==> config.mk <==
export PLATFORM = sky130hd
export DESIGN_NAME = mslw_top
export DESIGN_NICKNAME = d
export VERILOG_FILES = /design/src/mslw_pkg.sv /design/src/mslw_expand.sv /design/src/mslw_top.sv
export SDC_FILE = /design/constraint.sdc
export NUM_CORES = 1
export LEC_CHECK = 0
export CAP_MARGIN = 20
export CELL_PAD_IN_SITES_DETAIL_PLACEMENT = 1
export CELL_PAD_IN_SITES_GLOBAL_PLACEMENT = 1
export CORE_AREA = 2 2 124 156
export DETAILED_ROUTE_END_ITERATION = 6
export DIE_AREA = 0 0 126 158
export DONT_BUFFER_PORTS = 1
export PLACE_DENSITY = 0.85
export SYNTH_ARGS = -nofsm -noshare
export SYNTH_HDL_FRONTEND = slang
export SYNTH_SLANG_ARGS = --single-unit
==> constraint.sdc <==
create_clock -name clk -period 3.5 [get_ports clk]
set_clock_uncertainty 0.1 [all_clocks]
set_input_delay 0.175 -clock clk [delete_from_list [all_inputs] [get_ports clk]]
set_output_delay 0.175 -clock clk [all_outputs]
set_load 0.05 [all_outputs]
==> src/mslw_pkg.sv <==
// Package with register map, reset values and timing for the scheduler.
package mslw_pkg;
    // Register offsets on the byte register port.
    localparam logic [7:0] WAKE_INTERVAL_OFS   = 8'h08;
    localparam logic [7:0] PROX_RATE_OFS       = 8'h0A;
    localparam logic [7:0] LIGHT_LOW_LO_OFS    = 8'h0B;
    localparam logic [7:0] LIGHT_LOW_HI_OFS    = 8'h0C;
    localparam logic [7:0] LIGHT_HIGH_LO_OFS   = 8'h0D;
    localparam logic [7:0] LIGHT_HIGH_HI_OFS   = 8'h0E;
    // Every register of this block resets to zero.
    localparam logic [7:0] REG_RESET           = 8'h00;
    // Compressed code layout: exponent in the upper nibble.
    localparam int         EXP_MSB             = 7;
    localparam int         EXP_LSB             = 4;
    localparam int         MANT_MSB            = 3;
    // Rate codes with fixed expansions.
    localparam logic [7:0]  RATE_OFF_CODE      = 8'h00;
    localparam logic [7:0]  RATE_TEN_CODE      = 8'h32;
    localparam logic [15:0] RATE_TEN_VALUE     = 16'h000A;
    // Wake time base: one interval unit lasts 31.25 us.
    localparam int         TICK_PS             = 31250000 / 1000;
    localparam int         UNIT_PS_X1000       = 31250000;
    localparam int         CLK_PS              = 20000;
    localparam int         TICK_CYCLES         = UNIT_PS_X1000 / CLK_PS;
    localparam int         TICK_CNT_W          = 11;
endpackage : mslw_pkg

==> src/mslw_expand.sv <==
// Expander from an 8-bit compressed code to a 16-bit integer.
`timescale 1ns/1ns
`default_nettype none
module mslw_expand
    import mslw_pkg::*;
(
    input  wire logic [7:0]  code,   // Compressed code.
    output logic      [15:0] value   // Expanded 16-bit value.
);
    // Floating form: value = ({1,mantissa} << exponent) >> 4.
    always_comb begin
        logic [31:0] wide;
        wide = 32'h0;
        wide = {27'h0, 1'b1, code[MANT_MSB:0]} << code[EXP_MSB:EXP_LSB];
        if (code == RATE_OFF_CODE) begin
            value = 16'h0000;
        end else if (code == RATE_TEN_CODE) begin
            value = RATE_TEN_VALUE; // Fixed point for this code.
        end else begin
            value = wide[19:4]; // Floating expansion of the code.
        end
    end
endmodule // mslw_expand
`default_nettype wire

==> src/mslw_top.sv <==
// Measurement scheduler and ambient-light threshold window.
//
// Summary of operation
// - Proximity rate code expands to 16-bit multiplier.
// - Code zero stops autonomous proximity measurements.
// - Code 0x08 measures at every wake-up.
// - Code 0x32 measures every tenth wake-up.
// - Code 0x69 measures every hundredth wake-up.
// - Low and high thresholds form light window.
// - Offset 0x0B holds lower threshold low byte.
// - Offset 0x0C holds lower threshold high byte.
// - Offset 0x0D holds upper threshold low byte.
// - All these registers reset to zero.
// - Early revisions read thresholds as compressed codes.
// - Wake interval is expanded code times 31.25us.
// - Wake code zero stops oscillator and autonomy.
// - Offset 0x0E holds upper threshold high byte.
`timescale 1ns/1ns
`default_nettype none
module mslw_top
    import mslw_pkg::*;
(
    input  wire logic        clk,                   // 50 MHz clock.
    input  wire logic        rst_b,                 // Sync reset, low.
    input  wire logic        reg_wr,                // Register write strobe.
    input  wire logic        reg_rd,                // Register read strobe.
    input  wire logic [7:0]  reg_addr,              // Register offset.
    input  wire logic [7:0]  reg_wdata,             // Write data.
    output logic      [7:0]  reg_rdata,             // Read data.
    input  wire logic        early_revision,        // Compressed thresholds.
    input  wire logic        force_prox,            // Forced measurement.
    input  wire logic        light_valid,           // Light result strobe.
    input  wire logic        light_use_ir,          // Compare infrared.
    input  wire logic [15:0] visible_light_result,  // Visible result.
    input  wire logic [15:0] infrared_light_result, // Infrared result.
    output logic             osc_run,               // Oscillator running.
    output logic             wake_pulse,            // Wake-up event pulse.
    output logic             prox_meas_start,       // Proximity start pulse.
    output logic             light_event            // Window event pulse.
);
    import mslw_pkg::*;

    localparam logic [TICK_CNT_W-1:0] TICK_LAST =
        TICK_CYCLES[TICK_CNT_W-1:0] - 1'b1;

    // Software registers.
    logic [7:0]  wake_interval_code;       // Wake interval code.
    logic [7:0]  proximity_rate_multiplier; // Proximity rate code.
    logic [7:0]  light_low_threshold_lo;   // Lower threshold bits 7:0.
    logic [7:0]  light_low_threshold_hi;   // Lower threshold bits 15:8.
    logic [7:0]  light_high_threshold_lo;  // Upper threshold bits 7:0.
    logic [7:0]  light_high_threshold_hi;  // Upper threshold bits 15:8.
    logic [7:0]  next_wake_interval_code;
    logic [7:0]  next_proximity_rate_multiplier;
    logic [7:0]  next_light_low_threshold_lo;
    logic [7:0]  next_light_low_threshold_hi;
    logic [7:0]  next_light_high_threshold_lo;
    logic [7:0]  next_light_high_threshold_hi;
    logic [7:0]  next_reg_rdata;

    // Schedule state.
    logic [TICK_CNT_W-1:0] tick_cnt;      // Cycles within one time unit.
    logic [15:0]           unit_cnt;      // Units within one interval.
    logic [15:0]           wake_cnt;      // Wake-ups since last proximity.
    logic [TICK_CNT_W-1:0] next_tick_cnt;
    logic [15:0]           next_unit_cnt;
    logic [15:0]           next_wake_cnt;
    logic                  next_osc_run;
    logic                  next_wake_pulse;
    logic                  next_prox_meas_start;
    logic                  next_light_event;

    // Expanded values.
    logic [15:0] wake_units;      // Interval in 31.25 us units.
    logic [15:0] prox_mult;       // Wake-ups per proximity measurement.
    logic [15:0] low_expanded;    // Lower threshold, compressed form.
    logic [15:0] high_expanded;   // Upper threshold, compressed form.
    logic [15:0] window_lower;    // Active lower threshold.
    logic [15:0] window_upper;    // Active upper threshold.
    logic [15:0] light_sample;    // Selected light result.

    mslw_expand u_wake (.code(wake_interval_code), .value(wake_units));
    mslw_expand u_prox (.code(proximity_rate_multiplier),
                        .value(prox_mult));
    mslw_expand u_low  (.code(light_low_threshold_lo),
                        .value(low_expanded));
    mslw_expand u_high (.code(light_high_threshold_lo),
                        .value(high_expanded));

    // Register writes and reads; unmapped reads return zero.
    always_comb begin
        next_wake_interval_code        = wake_interval_code;
        next_proximity_rate_multiplier = proximity_rate_multiplier;
        next_light_low_threshold_lo    = light_low_threshold_lo;
        next_light_low_threshold_hi    = light_low_threshold_hi;
        next_light_high_threshold_lo   = light_high_threshold_lo;
        next_light_high_threshold_hi   = light_high_threshold_hi;
        next_reg_rdata                 = reg_rdata;
        if (reg_wr) begin
            if (reg_addr == WAKE_INTERVAL_OFS) begin
                next_wake_interval_code = reg_wdata;
            end else if (reg_addr == PROX_RATE_OFS) begin
                next_proximity_rate_multiplier = reg_wdata;
            end else if (reg_addr == LIGHT_LOW_LO_OFS) begin
                next_light_low_threshold_lo = reg_wdata;
            end else if (reg_addr == LIGHT_LOW_HI_OFS) begin
                next_light_low_threshold_hi = reg_wdata;
            end else if (reg_addr == LIGHT_HIGH_LO_OFS) begin
                next_light_high_threshold_lo = reg_wdata;
            end else if (reg_addr == LIGHT_HIGH_HI_OFS) begin
                next_light_high_threshold_hi = reg_wdata;
            end
        end
        if (reg_rd) begin
            if (reg_addr == WAKE_INTERVAL_OFS) begin
                next_reg_rdata = wake_interval_code;
            end else if (reg_addr == PROX_RATE_OFS) begin
                next_reg_rdata = proximity_rate_multiplier;
            end else if (reg_addr == LIGHT_LOW_LO_OFS) begin
                next_reg_rdata = light_low_threshold_lo;
            end else if (reg_addr == LIGHT_LOW_HI_OFS) begin
                next_reg_rdata = light_low_threshold_hi;
            end else if (reg_addr == LIGHT_HIGH_LO_OFS) begin
                next_reg_rdata = light_high_threshold_lo;
            end else if (reg_addr == LIGHT_HIGH_HI_OFS) begin
                next_reg_rdata = light_high_threshold_hi;
            end else begin
                next_reg_rdata = 8'h00;
            end
        end
    end

    // Register file flip-flops; all clear to zero on reset.
    always_ff @(posedge clk) begin
        if (!rst_b) begin
            wake_interval_code        <= REG_RESET;
            proximity_rate_multiplier <= REG_RESET;
            light_low_threshold_lo    <= REG_RESET;
            light_low_threshold_hi    <= REG_RESET;
            light_high_threshold_lo   <= REG_RESET;
            light_high_threshold_hi   <= REG_RESET;
            reg_rdata                 <= 8'h00;
        end else begin
            wake_interval_code        <= next_wake_interval_code;
            proximity_rate_multiplier <= next_proximity_rate_multiplier;
            light_low_threshold_lo    <= next_light_low_threshold_lo;
            light_low_threshold_hi    <= next_light_low_threshold_hi;
            light_high_threshold_lo   <= next_light_high_threshold_lo;
            light_high_threshold_hi   <= next_light_high_threshold_hi;
            reg_rdata                 <= next_reg_rdata;
        end
    end

    // Window bounds; early parts use the low byte as a compressed code.
    always_comb begin
        if (early_revision) begin
            window_lower = low_expanded;
            window_upper = high_expanded;
        end else begin
            window_lower = {light_low_threshold_hi, light_low_threshold_lo};
            window_upper = {light_high_threshold_hi,
                            light_high_threshold_lo};
        end
        light_sample = light_use_ir ? infrared_light_result
                                    : visible_light_result;
    end

    // Wake timer, proximity divider and window compare.
    always_comb begin
        next_tick_cnt        = tick_cnt;
        next_unit_cnt        = unit_cnt;
        next_wake_cnt        = wake_cnt;
        next_wake_pulse      = 1'b0;
        next_prox_meas_start = force_prox;
        next_osc_run         = (wake_interval_code != RATE_OFF_CODE);
        if (wake_interval_code == RATE_OFF_CODE) begin
            // Oscillator stopped: timers hold cleared.
            next_tick_cnt = '0;
            next_unit_cnt = '0;
            next_wake_cnt = '0;
        end else if (tick_cnt >= TICK_LAST) begin
            next_tick_cnt = '0;
            if (unit_cnt + 16'h0001 >= wake_units) begin
                // Interval of expanded units has elapsed.
                next_unit_cnt   = 16'h0000;
                next_wake_pulse = 1'b1;
                if (prox_mult == 16'h0000) begin
                    next_wake_cnt = 16'h0000;
                end else if (wake_cnt + 16'h0001 >= prox_mult) begin
                    // Every Nth wake-up starts proximity.
                    next_wake_cnt        = 16'h0000;
                    next_prox_meas_start = 1'b1;
                end else begin
                    next_wake_cnt = wake_cnt + 16'h0001;
                end
            end else begin
                next_unit_cnt = unit_cnt + 16'h0001;
            end
        end else begin
            next_tick_cnt = tick_cnt + 1'b1;
        end
        // Event when the sample lies outside the inclusive window.
        next_light_event = light_valid &&
            ((light_sample < window_lower) ||
             (light_sample > window_upper));
    end

    // Schedule flip-flops.
    always_ff @(posedge clk) begin
        if (!rst_b) begin
            tick_cnt        <= '0;
            unit_cnt        <= 16'h0000;
            wake_cnt        <= 16'h0000;
            osc_run         <= 1'b0;
            wake_pulse      <= 1'b0;
            prox_meas_start <= 1'b0;
            light_event     <= 1'b0;
        end else begin
            tick_cnt        <= next_tick_cnt;
            unit_cnt        <= next_unit_cnt;
            wake_cnt        <= next_wake_cnt;
            osc_run         <= next_osc_run;
            wake_pulse      <= next_wake_pulse;
            prox_meas_start <= next_prox_meas_start;
            light_event     <= next_light_event;
        end
    end
endmodule // mslw_top
`default_nettype wire

Word level (Yosys, flattened, before mapping):

Index checks and enable logic that the tools add are counted.

* register bits: 103
* output and inout bits: 12
* logic and storage cells: 87

* $add $sub $neg: 3
* magnitude comparators: 5
* equality and inequality tests: 10
* shift-type cells: 4
* muxes and demuxes: 26
* bitwise operators: 7
* reduce and logical (&&, ||, !) cells: 18

Operators with widths (count)
* two-way mux 16 bit: 14
* << shifter 5 x 4 -> 20 bit: 4
* equality test 8 x 4 -> 1 bit, second input constant: 6
* two-way mux 8 bit: 6
* adder 16 x 1 -> 16 bit, second input constant: 2
* equality test 8 x 6 -> 1 bit, second input constant: 4
* greater-or-equal comparator 16 bit: 2
* logical NOT 8 bit: 4
* > comparator 16 bit: 1
* logical NOT 16 bit: 1
* less-than comparator 16 bit: 1
* adder 11 x 1 -> 11 bit, second input constant: 1
* greater-or-equal comparator 11 bit, second input constant: 1
* nonzero test 8 bit: 1
* NOT 1 bit: 7
* AND reduction 7 bit: 1
* two-way mux 1 bit: 6
* AND reduction 6 bit: 1
* OR reduction 3 bit: 2
* AND reduction 5 bit: 1
* AND reduction 2 bit: 2
* AND reduction 4 bit: 1
* AND reduction 3 bit: 1
* OR reduction 2 bit: 1
* other kinds (2): 2

Depth between registers and ports, before layout:

Gate-level depths: netlist (run 1).

* word-level depth: 9
* gate-level depth with buffers: 17
* mapped depth without buffers: 14

Hierarchy:

Synthesis (run 1) repeated with hierarchy kept, for this count alone.

* cells, all modules: 1054
* area, all modules: 8675.8 µm²

Modules (own cells, without submodules)
* mslw_top: instances 1, cells each 798, area each 7079.3 µm²
* mslw_expand: instances 4, cells each 64, area each 399.1 µm²

Worst setup path after synthesis (run 1):

Ideal clock, no wire load.

* path type: reg-to-reg
* from: register unit_cnt[2]
* to: register wake_cnt[0]
* library setup time: 0.070 ns
* arrival time: 3.213 ns
* data required time: 3.330 ns
* path slack: 0.117 ns
* cell stages (with the launch flop): 12
* path buffers: 0
* clock period less this slack: 3.383 ns
* path through: dfxtp_1 and3_1 nand3_1 nor3_1 and3_1 xor2_1 ha_1 nand4_1 o41ai_4 nand2_2 or4_1 a21oi_1

* word-level cells in the longest chain between the ends: 3

Ends and longest elaborated chain
* start, declared: RTL line mslw_top.sv:63 `logic [15:0] unit_cnt;`
* start signal, assigned: RTL line mslw_top.sv:220 `unit_cnt <= next_unit_cnt;`
* adder 16 x 1 -> 16 bit: RTL line mslw_top.sv:183 `if (unit_cnt + 16'h0001 >= wake_units) begin`
* greater-or-equal comparator 16 bit: RTL line mslw_top.sv:183
* AND reduction 2 bit (no source line)
* end signal, assigned: RTL line mslw_top.sv:221 `wake_cnt <= next_wake_cnt;`
* end, declared: RTL line mslw_top.sv:64 `logic [15:0] wake_cnt;`

No other way between the ends.
A chain may end at the register's enable or synchronous reset.

Worst setup path after layout (run 1):

* from: register unit_cnt[3]
* to: register unit_cnt[7]

* word-level cells in the longest chain between the ends: 3

Ends and longest elaborated chain (RTL line)
* adder 16 x 1 -> 16 bit *: mslw_top.sv:183, mslw_top.sv:197
* greater-or-equal comparator 16 bit: mslw_top.sv:183
* two-way mux 16 bit *: mslw_top.sv:183

Every way passes the cells marked *; elsewhere a longest branch is shown, timed or not.

==> results.yml, run 1 <==
outcome:
  status: "completed"
logic_synthesis:
  synth_edf_count: 0
  syn-cell-area_sq_mm: 0.00798
  synth_top_family_by_area: "simple AND/OR/NAND/NOR gates"
  yosysWarnings: 0
  syn_area_per_cell_sq_um: 8.10
  synth_ff_type: "dfxtp_1"
  synthSimpleGateAreaFrac_pct: 25.2
  synth-seq-cells: 103
  yosysSeqAreaShare_pct: 25.8
  postSynthCellCount: 985
  synth-adder-area-share_pct: 10.5
  syn-num-nets: 1108
  synth.distinct_cells: 69
  synth_top_area_cell: "dfxtp_1"
  synth_top_area_share_pct: 25.8
  synth.area.top_cells: "dfxtp_1 26%, ha_1 11%, mux2i_1 6.8%"
  synth-compound-area-share_pct: 19.9
  async_flop_share_pct: 0
  synth_xor_area_share_pct: 3.95
  synthMuxAreaShare_pct: 10.6
floorplan:
  die_x_microns: 126
  core_region_area_sq_mm: 0.0185
  die-area_sq_mm: 0.0199
  top_level_ports: 68
  initial_core_util_pct: 43.2
  dieHeight_microns: 158
  num_rows: 56
sta:
  finalCritPeriodShare_pct: 99.4
  setup_viol: 0
  period_needed_ns: 3.48
  slew_viol_final: 0
  fmax_mhz: 287
  max-slew-margin-rel_pct: 39.0
  hold_viol_final: 0
  fin_setup_tns_ns: 0
  tightestPinTransition_ns: 0.914
power:
  leakagePower_nw: 3.33
  pwr-share-comb_pct: 7.7
  netSwitchingPower_w: 0.000616
  seqPwrFrac_pct: 48.8
  intPower_w: 0.00182
  ir_worst_vdd_v: 0.000170
  switching_share_pct: 25.3
  p_per_area_mw_per_mm2: 272
  clkPwrFrac_pct: 43.5
global_route:
  grtUsageTotal_pct: 26.3
  gr-total-overflow: 0
  grt_pass1_wl_microns: 41900
  grt_max_degree: 53
  antenna_found_initial: 0
  grt_pass1_vias: 8013
drt:
  vias_per_cell: 6.27
  wire_per_inst_microns: 21.6
  drtIter0Drc: 459
  routed-via-count: 7741
  drt_first_pass_iters: 6
  drtAntennaViolNets: 0
  wl_microns: 26700
  drc: 0
clocking:
  cts_root_buf: "clkbuf_16"
  clockBufferDepth: 2
  clk_latency_ns: 0.36
  cts.sink_count: 103
  numCtsBuffers: 9
  tritoncts: "yes"
  clk_pin_slew_ns: 0.08
  cts.htree.levels: 3
cells_and_area:
  biggestRegsByFlops: "unit_cnt (16), wake_cnt (16), tick_cnt (11)"
  final_net_count: 1121
  final_area_sq_mm: 0.00896
  layout_commonest_cell: "nand2_1"
  area_growth_pct: 12.2
  layout_common_cells: "94 x nand2_1, 91 x dfxtp_1, 68 x a21oi_1"
  drive_above_1_share_pct: 14.1
  final_util_pct: 48.4
  n_antenna_cell: 0
setup_path:
  worstPathRequired_ns: 3.67
  cp-end-kind: "flop"
  cp-start-kind: "flop"
  crit_fanout: 10
  cp.arrival_ns: 3.65
  criticalPathCategory: "flop to flop"
placement:
  place_congestion: 0.874
  dpl_cell_area_sq_mm: 0.00838
  port_buffers: 0
  hpwl_microns: 19000
worst_hold_path:
  min_path_type: "input pin to flop"
run:
  maxCapViolCount: 0
## power by group through the flow
stage	clock network, W	registers (W)	logic, W
after floorplan	0	0.00121	0.000129
after global placement	0	0.00122	0.000136
after detailed placement	0	0.00122	0.000144
after CTS	0.00107	0.00119	0.000183
after global routing	0.00111	0.00119	0.000206
final	0.00106	0.00119	0.000188
## synth_stat cells (all sizes together), types with 7 or more instances
master	number
nand2b	15
and3	21
or3	13
nand3	62
nand2	96
a32oi	7
a22oi	14
ha	67
nor3	23
a21oi	73
a22o	9
or4	7
nand4	16
o21ai	33
buf	13
clkbuf	48
xor2	14
mux2i	54
a31oi	8
mux2	27
o22ai	12
inv	14
nor2	61
nor2b	52
dfxtp	103
a21boi	20
xnor2	22
## repair_timing
| item | in CTS | in global routing |
|---|---|---|
| pin swaps | 1 | 7 |
| setup buffers | 1 | 0 |
| setup endpoints to repair | 5 | 34 |
| hold buffers | 14 | 0 |
| resized for setup | 1 | 33 |
| endpoints found under the hold margin | 57 | 0 |
## cells by family (layout without fill, tap and decap cells)
group	after synthesis	count (layout)
xor+xnor	36	36
simple gates	387	387
flops	103	103
fa+ha+maj	67	67
buf+inv	77	95
compound gates	234	234
mux	81	81
## area by class of cell
cell class              instances  area [sq um]
clock inverters                 7          76.3
well taps                     232           290
multi-input cells             805          5690
flip-flops and latches        103          2080
fillers                      2247          9540
clock buffers                   9           225
inverters                      16          62.6
repair buffers                 63           538
## stage by stage
step / worst slack, ns / hold slack [ns] / power (W) / cells
6_report: 0.0216 / 0.0112 / 0.00244 / 1235
2_1_floorplan: 0.117 / 0.199 / 0.00134 / 985
4_1_cts: 0.0211 / 0.00586 / 0.00244 / 1235
5_1_grt: -0.181 / 0.0227 / 0.00251 / 1235
3_5_place_dp: -0.0632 / 0.177 / 0.00136 / 1204
3_3_place_gp: 0.137 / 0.168 / 0.00135 / 1204
## metal layers
metal  track usage [%]  up-vias  share of wire [%]
met3              3.99       87                4.8
met2              48.3      257                 51
met5                 0        -                  0
li1                  -     3644                  -
met1              29.0     3753                 39
met4              14.1        0                5.0
## path summary, 6_finish.rpt
kind / startpoint / to / slack [ns] / cells after the start
min reg2reg: tick_cnt[10]$_SDFF_PP0_ / tick_cnt[10]$_SDFF_PP0_ / 0.40 / 2
min: rst_b / light_event$_SDFF_PN0_ / 0.01 / 2
max: unit_cnt[3]$_SDFFE_PP0N_ / unit_cnt[7]$_SDFFE_PP0N_ / 0.02 / 14
max reg2reg: unit_cnt[3]$_SDFFE_PP0N_ / unit_cnt[7]$_SDFFE_PP0N_ / 0.02 / 14
## critical path, cell delays in order, from the launching register on
cell	delay [ns]
dfxtp_2	0.37
and3_1	0.23
nand3_2	0.16
nor3_2	0.23
buf_4	0.16
xor2_1	0.20
ha_1	0.30
a41oi_1	0.21
o21ai_1	0.16
a2111oi_4	0.44
o41ai_4	0.19
nor2_4	0.21
buf_6	0.17
a21oi_1	0.09
a31oi_1	0.16
Note: power is estimated with default switching activity, not from simulation.
==> run 2, diff against run 1 <==
MAX_ROUTING_LAYER = met4   (was not set)
==> results.yml, run 2 (synthesized netlist as in run 1, its figures left out) <==
drt:
  vias_per_cell: 6.31
  drt_first_pass_iters: 6
  drtIter0Drc: 518
  drc: 0
  wl_microns: 26600
  drtAntennaViolNets: 0
  wire_per_inst_microns: 21.6
  routed-via-count: 7795
placement:
  port_buffers: 0
  hpwl_microns: 19000
  place_ws_ns: -0.0632
  place_congestion: 0.888
sta:
  slew_viol_final: 0
  fmax_mhz: 286
  fin_ws_ns: 0.00705
  tightestPinTransition_ns: 0.907
  max-slew-margin-rel_pct: 39.5
  hold_ws_ns: 0.0131
  setup_viol: 0
  hold_viol_final: 0
  finalCritPeriodShare_pct: 99.8
  period_needed_ns: 3.49
floorplan:
  top_level_ports: 68
  die_x_microns: 126
  die-area_sq_mm: 0.0199
  initial_core_util_pct: 43.2
  core_region_area_sq_mm: 0.0185
  num_rows: 56
  dieHeight_microns: 158
setup_path:
  crit_family: "compound AO/OA/AOI/OAI gates"
  path_cells: "and3_1 > nand3_2 > nor3_2 > buf_4 > xor2_1 > ha_1 > a41oi_1 > o21ai_1 > a2111oi_4 > o41ai_4 > nor2_4 > buf_6 > a21oi_1 > a31oi_1"
  cp-end-kind: "flop"
  crit_fanout: 10
  slowest_delay_ns: 0.45
  criticalPathCategory: "flop to flop"
  crit_slowest_cell: "a2111oi_4"
  cp.arrival_ns: 3.66
  worstPathRequired_ns: 3.67
  cp-start-kind: "flop"
  worst-path-buf-inv: 2
global_route:
  antenna_found_initial: 0
  grt_pass1_wl_microns: 41900
  grt_max_degree: 53
  grtUsageTotal_pct: 27.0
  grt_pass1_vias: 7983
  gr-total-overflow: 0
clocking:
  tritoncts: "yes"
  clk_latency_ns: 0.36
  cts.sink_count: 103
  clk_pin_slew_ns: 0.08
  cts.htree.levels: 3
  numCtsBuffers: 9
  clockBufferDepth: 2
  cts_root_buf: "clkbuf_16"
cells_and_area:
  n_fill_cell: 2246
  regArea_sq_mm: 0.00208
  multi_input_comb_area_sq_mm: 0.00569
  biggestRegsByFlops: "unit_cnt (16), wake_cnt (16), tick_cnt (11)"
  layout_commonest_cell: "nand2_1"
  area_growth_pct: 12.2
  final_net_count: 1121
  layout_common_cells: "94 x nand2_1, 90 x dfxtp_1, 68 x a21oi_1"
  final_util_pct: 48.4
  drive_above_1_share_pct: 14.2
  n_antenna_cell: 0
power:
  seqPwrFrac_pct: 48.8
  intPower_w: 0.00182
  netSwitchingPower_w: 0.000614
  pwr-share-comb_pct: 7.7
  switching_share_pct: 25.2
  ir_worst_vdd_v: 0.000170
  p_per_area_mw_per_mm2: 272
  leakagePower_nw: 3.33
  clkPwrFrac_pct: 43.5
run:
  maxCapViolCount: 0
worst_hold_path:
  min_path_type: "input pin to flop"
outcome:
  status: "completed"
-- run 2: changes by cell type in the layout (fill, tap and decap cells not counted) --
cell / delta
dfxtp_1: -1
dfxtp_2: +1
-- run 2: stage by stage --
stage	TNS, ns	instances	power, W	area [sq um]
6_report	0	1235	0.00243	8960
4_1_cts	0	1235	0.00244	8850
3_5_place_dp	-0.0632	1204	0.00136	8380
3_3_place_gp	0	1204	0.00135	8380
5_1_grt	-2.35	1235	0.00251	8960
2_1_floorplan	0	985	0.00134	7980
-- run 2: path summary, 6_finish.rpt --
| path | depth (start not counted) | start | slack [ns] | end |
|---|---|---|---|---|
| worst min register to register | 2 | wake_cnt[12]$_SDFFE_PP0P_ | 0.39 | wake_cnt[12]$_SDFFE_PP0P_ |
| worst max-delay path | 14 | unit_cnt[4]$_SDFFE_PP0N_ | 0.007 | unit_cnt[7]$_SDFFE_PP0N_ |
| worst max register to register | 14 | unit_cnt[4]$_SDFFE_PP0N_ | 0.007 | unit_cnt[7]$_SDFFE_PP0N_ |
| worst min-delay path | 2 | rst_b | 0.01 | light_event$_SDFF_PN0_ |
-- run 2: power by group through the flow --
stage	sequential, W	combinational, W	clock, W
final	0.00119	0.000187	0.00106
after detailed placement	0.00122	0.000144	0
after floorplan	0.00121	0.000129	0
after global placement	0.00122	0.000136	0
after CTS	0.00119	0.000183	0.00107
after global routing	0.00119	0.000206	0.00111
-- run 2: worst register-to-register path, stage by stage, from the launching register on --
cell	delay (ns)
dfxtp_1	0.36
and3_1	0.23
nand3_2	0.16
nor3_2	0.23
buf_4	0.16
xor2_1	0.20
ha_1	0.30
a41oi_1	0.22
o21ai_1	0.16
a2111oi_4	0.45
o41ai_4	0.19
nor2_4	0.21
buf_6	0.17
a21oi_1	0.09
a31oi_1	0.16
-- run 2: per-layer routing --
| metal | routed length (microns) | GRT usage [%] | up-vias |
|---|---|---|---|
| met5 | 0 | - | - |
| met4 | 1240 | 14.1 | 0 |
| met3 | 1270 | 3.85 | 87 |
| met2 | 13700 | 48.4 | 243 |
| met1 | 10400 | 29.1 | 3820 |
| li1 | - | - | 3645 |
-- run 2: area by class of cell --
type,instances,share of cell area (%)
Sequential cell,103,23.2
Clock buffer,9,2.51
Multi-Input combinational cell,805,63.5
Tap cell,232,3.24
Inverter,16,0.698
Clock inverter,7,0.852
Timing Repair Buffer,63,6.00
-- run 2: timing repair --
item	in CTS	in global routing
gates resized for setup	1	34
pin swaps	1	7
endpoints found under the hold margin	57	0
endpoints found under the setup margin	5	34
buffers inserted	1	0
hold buffers	14	0
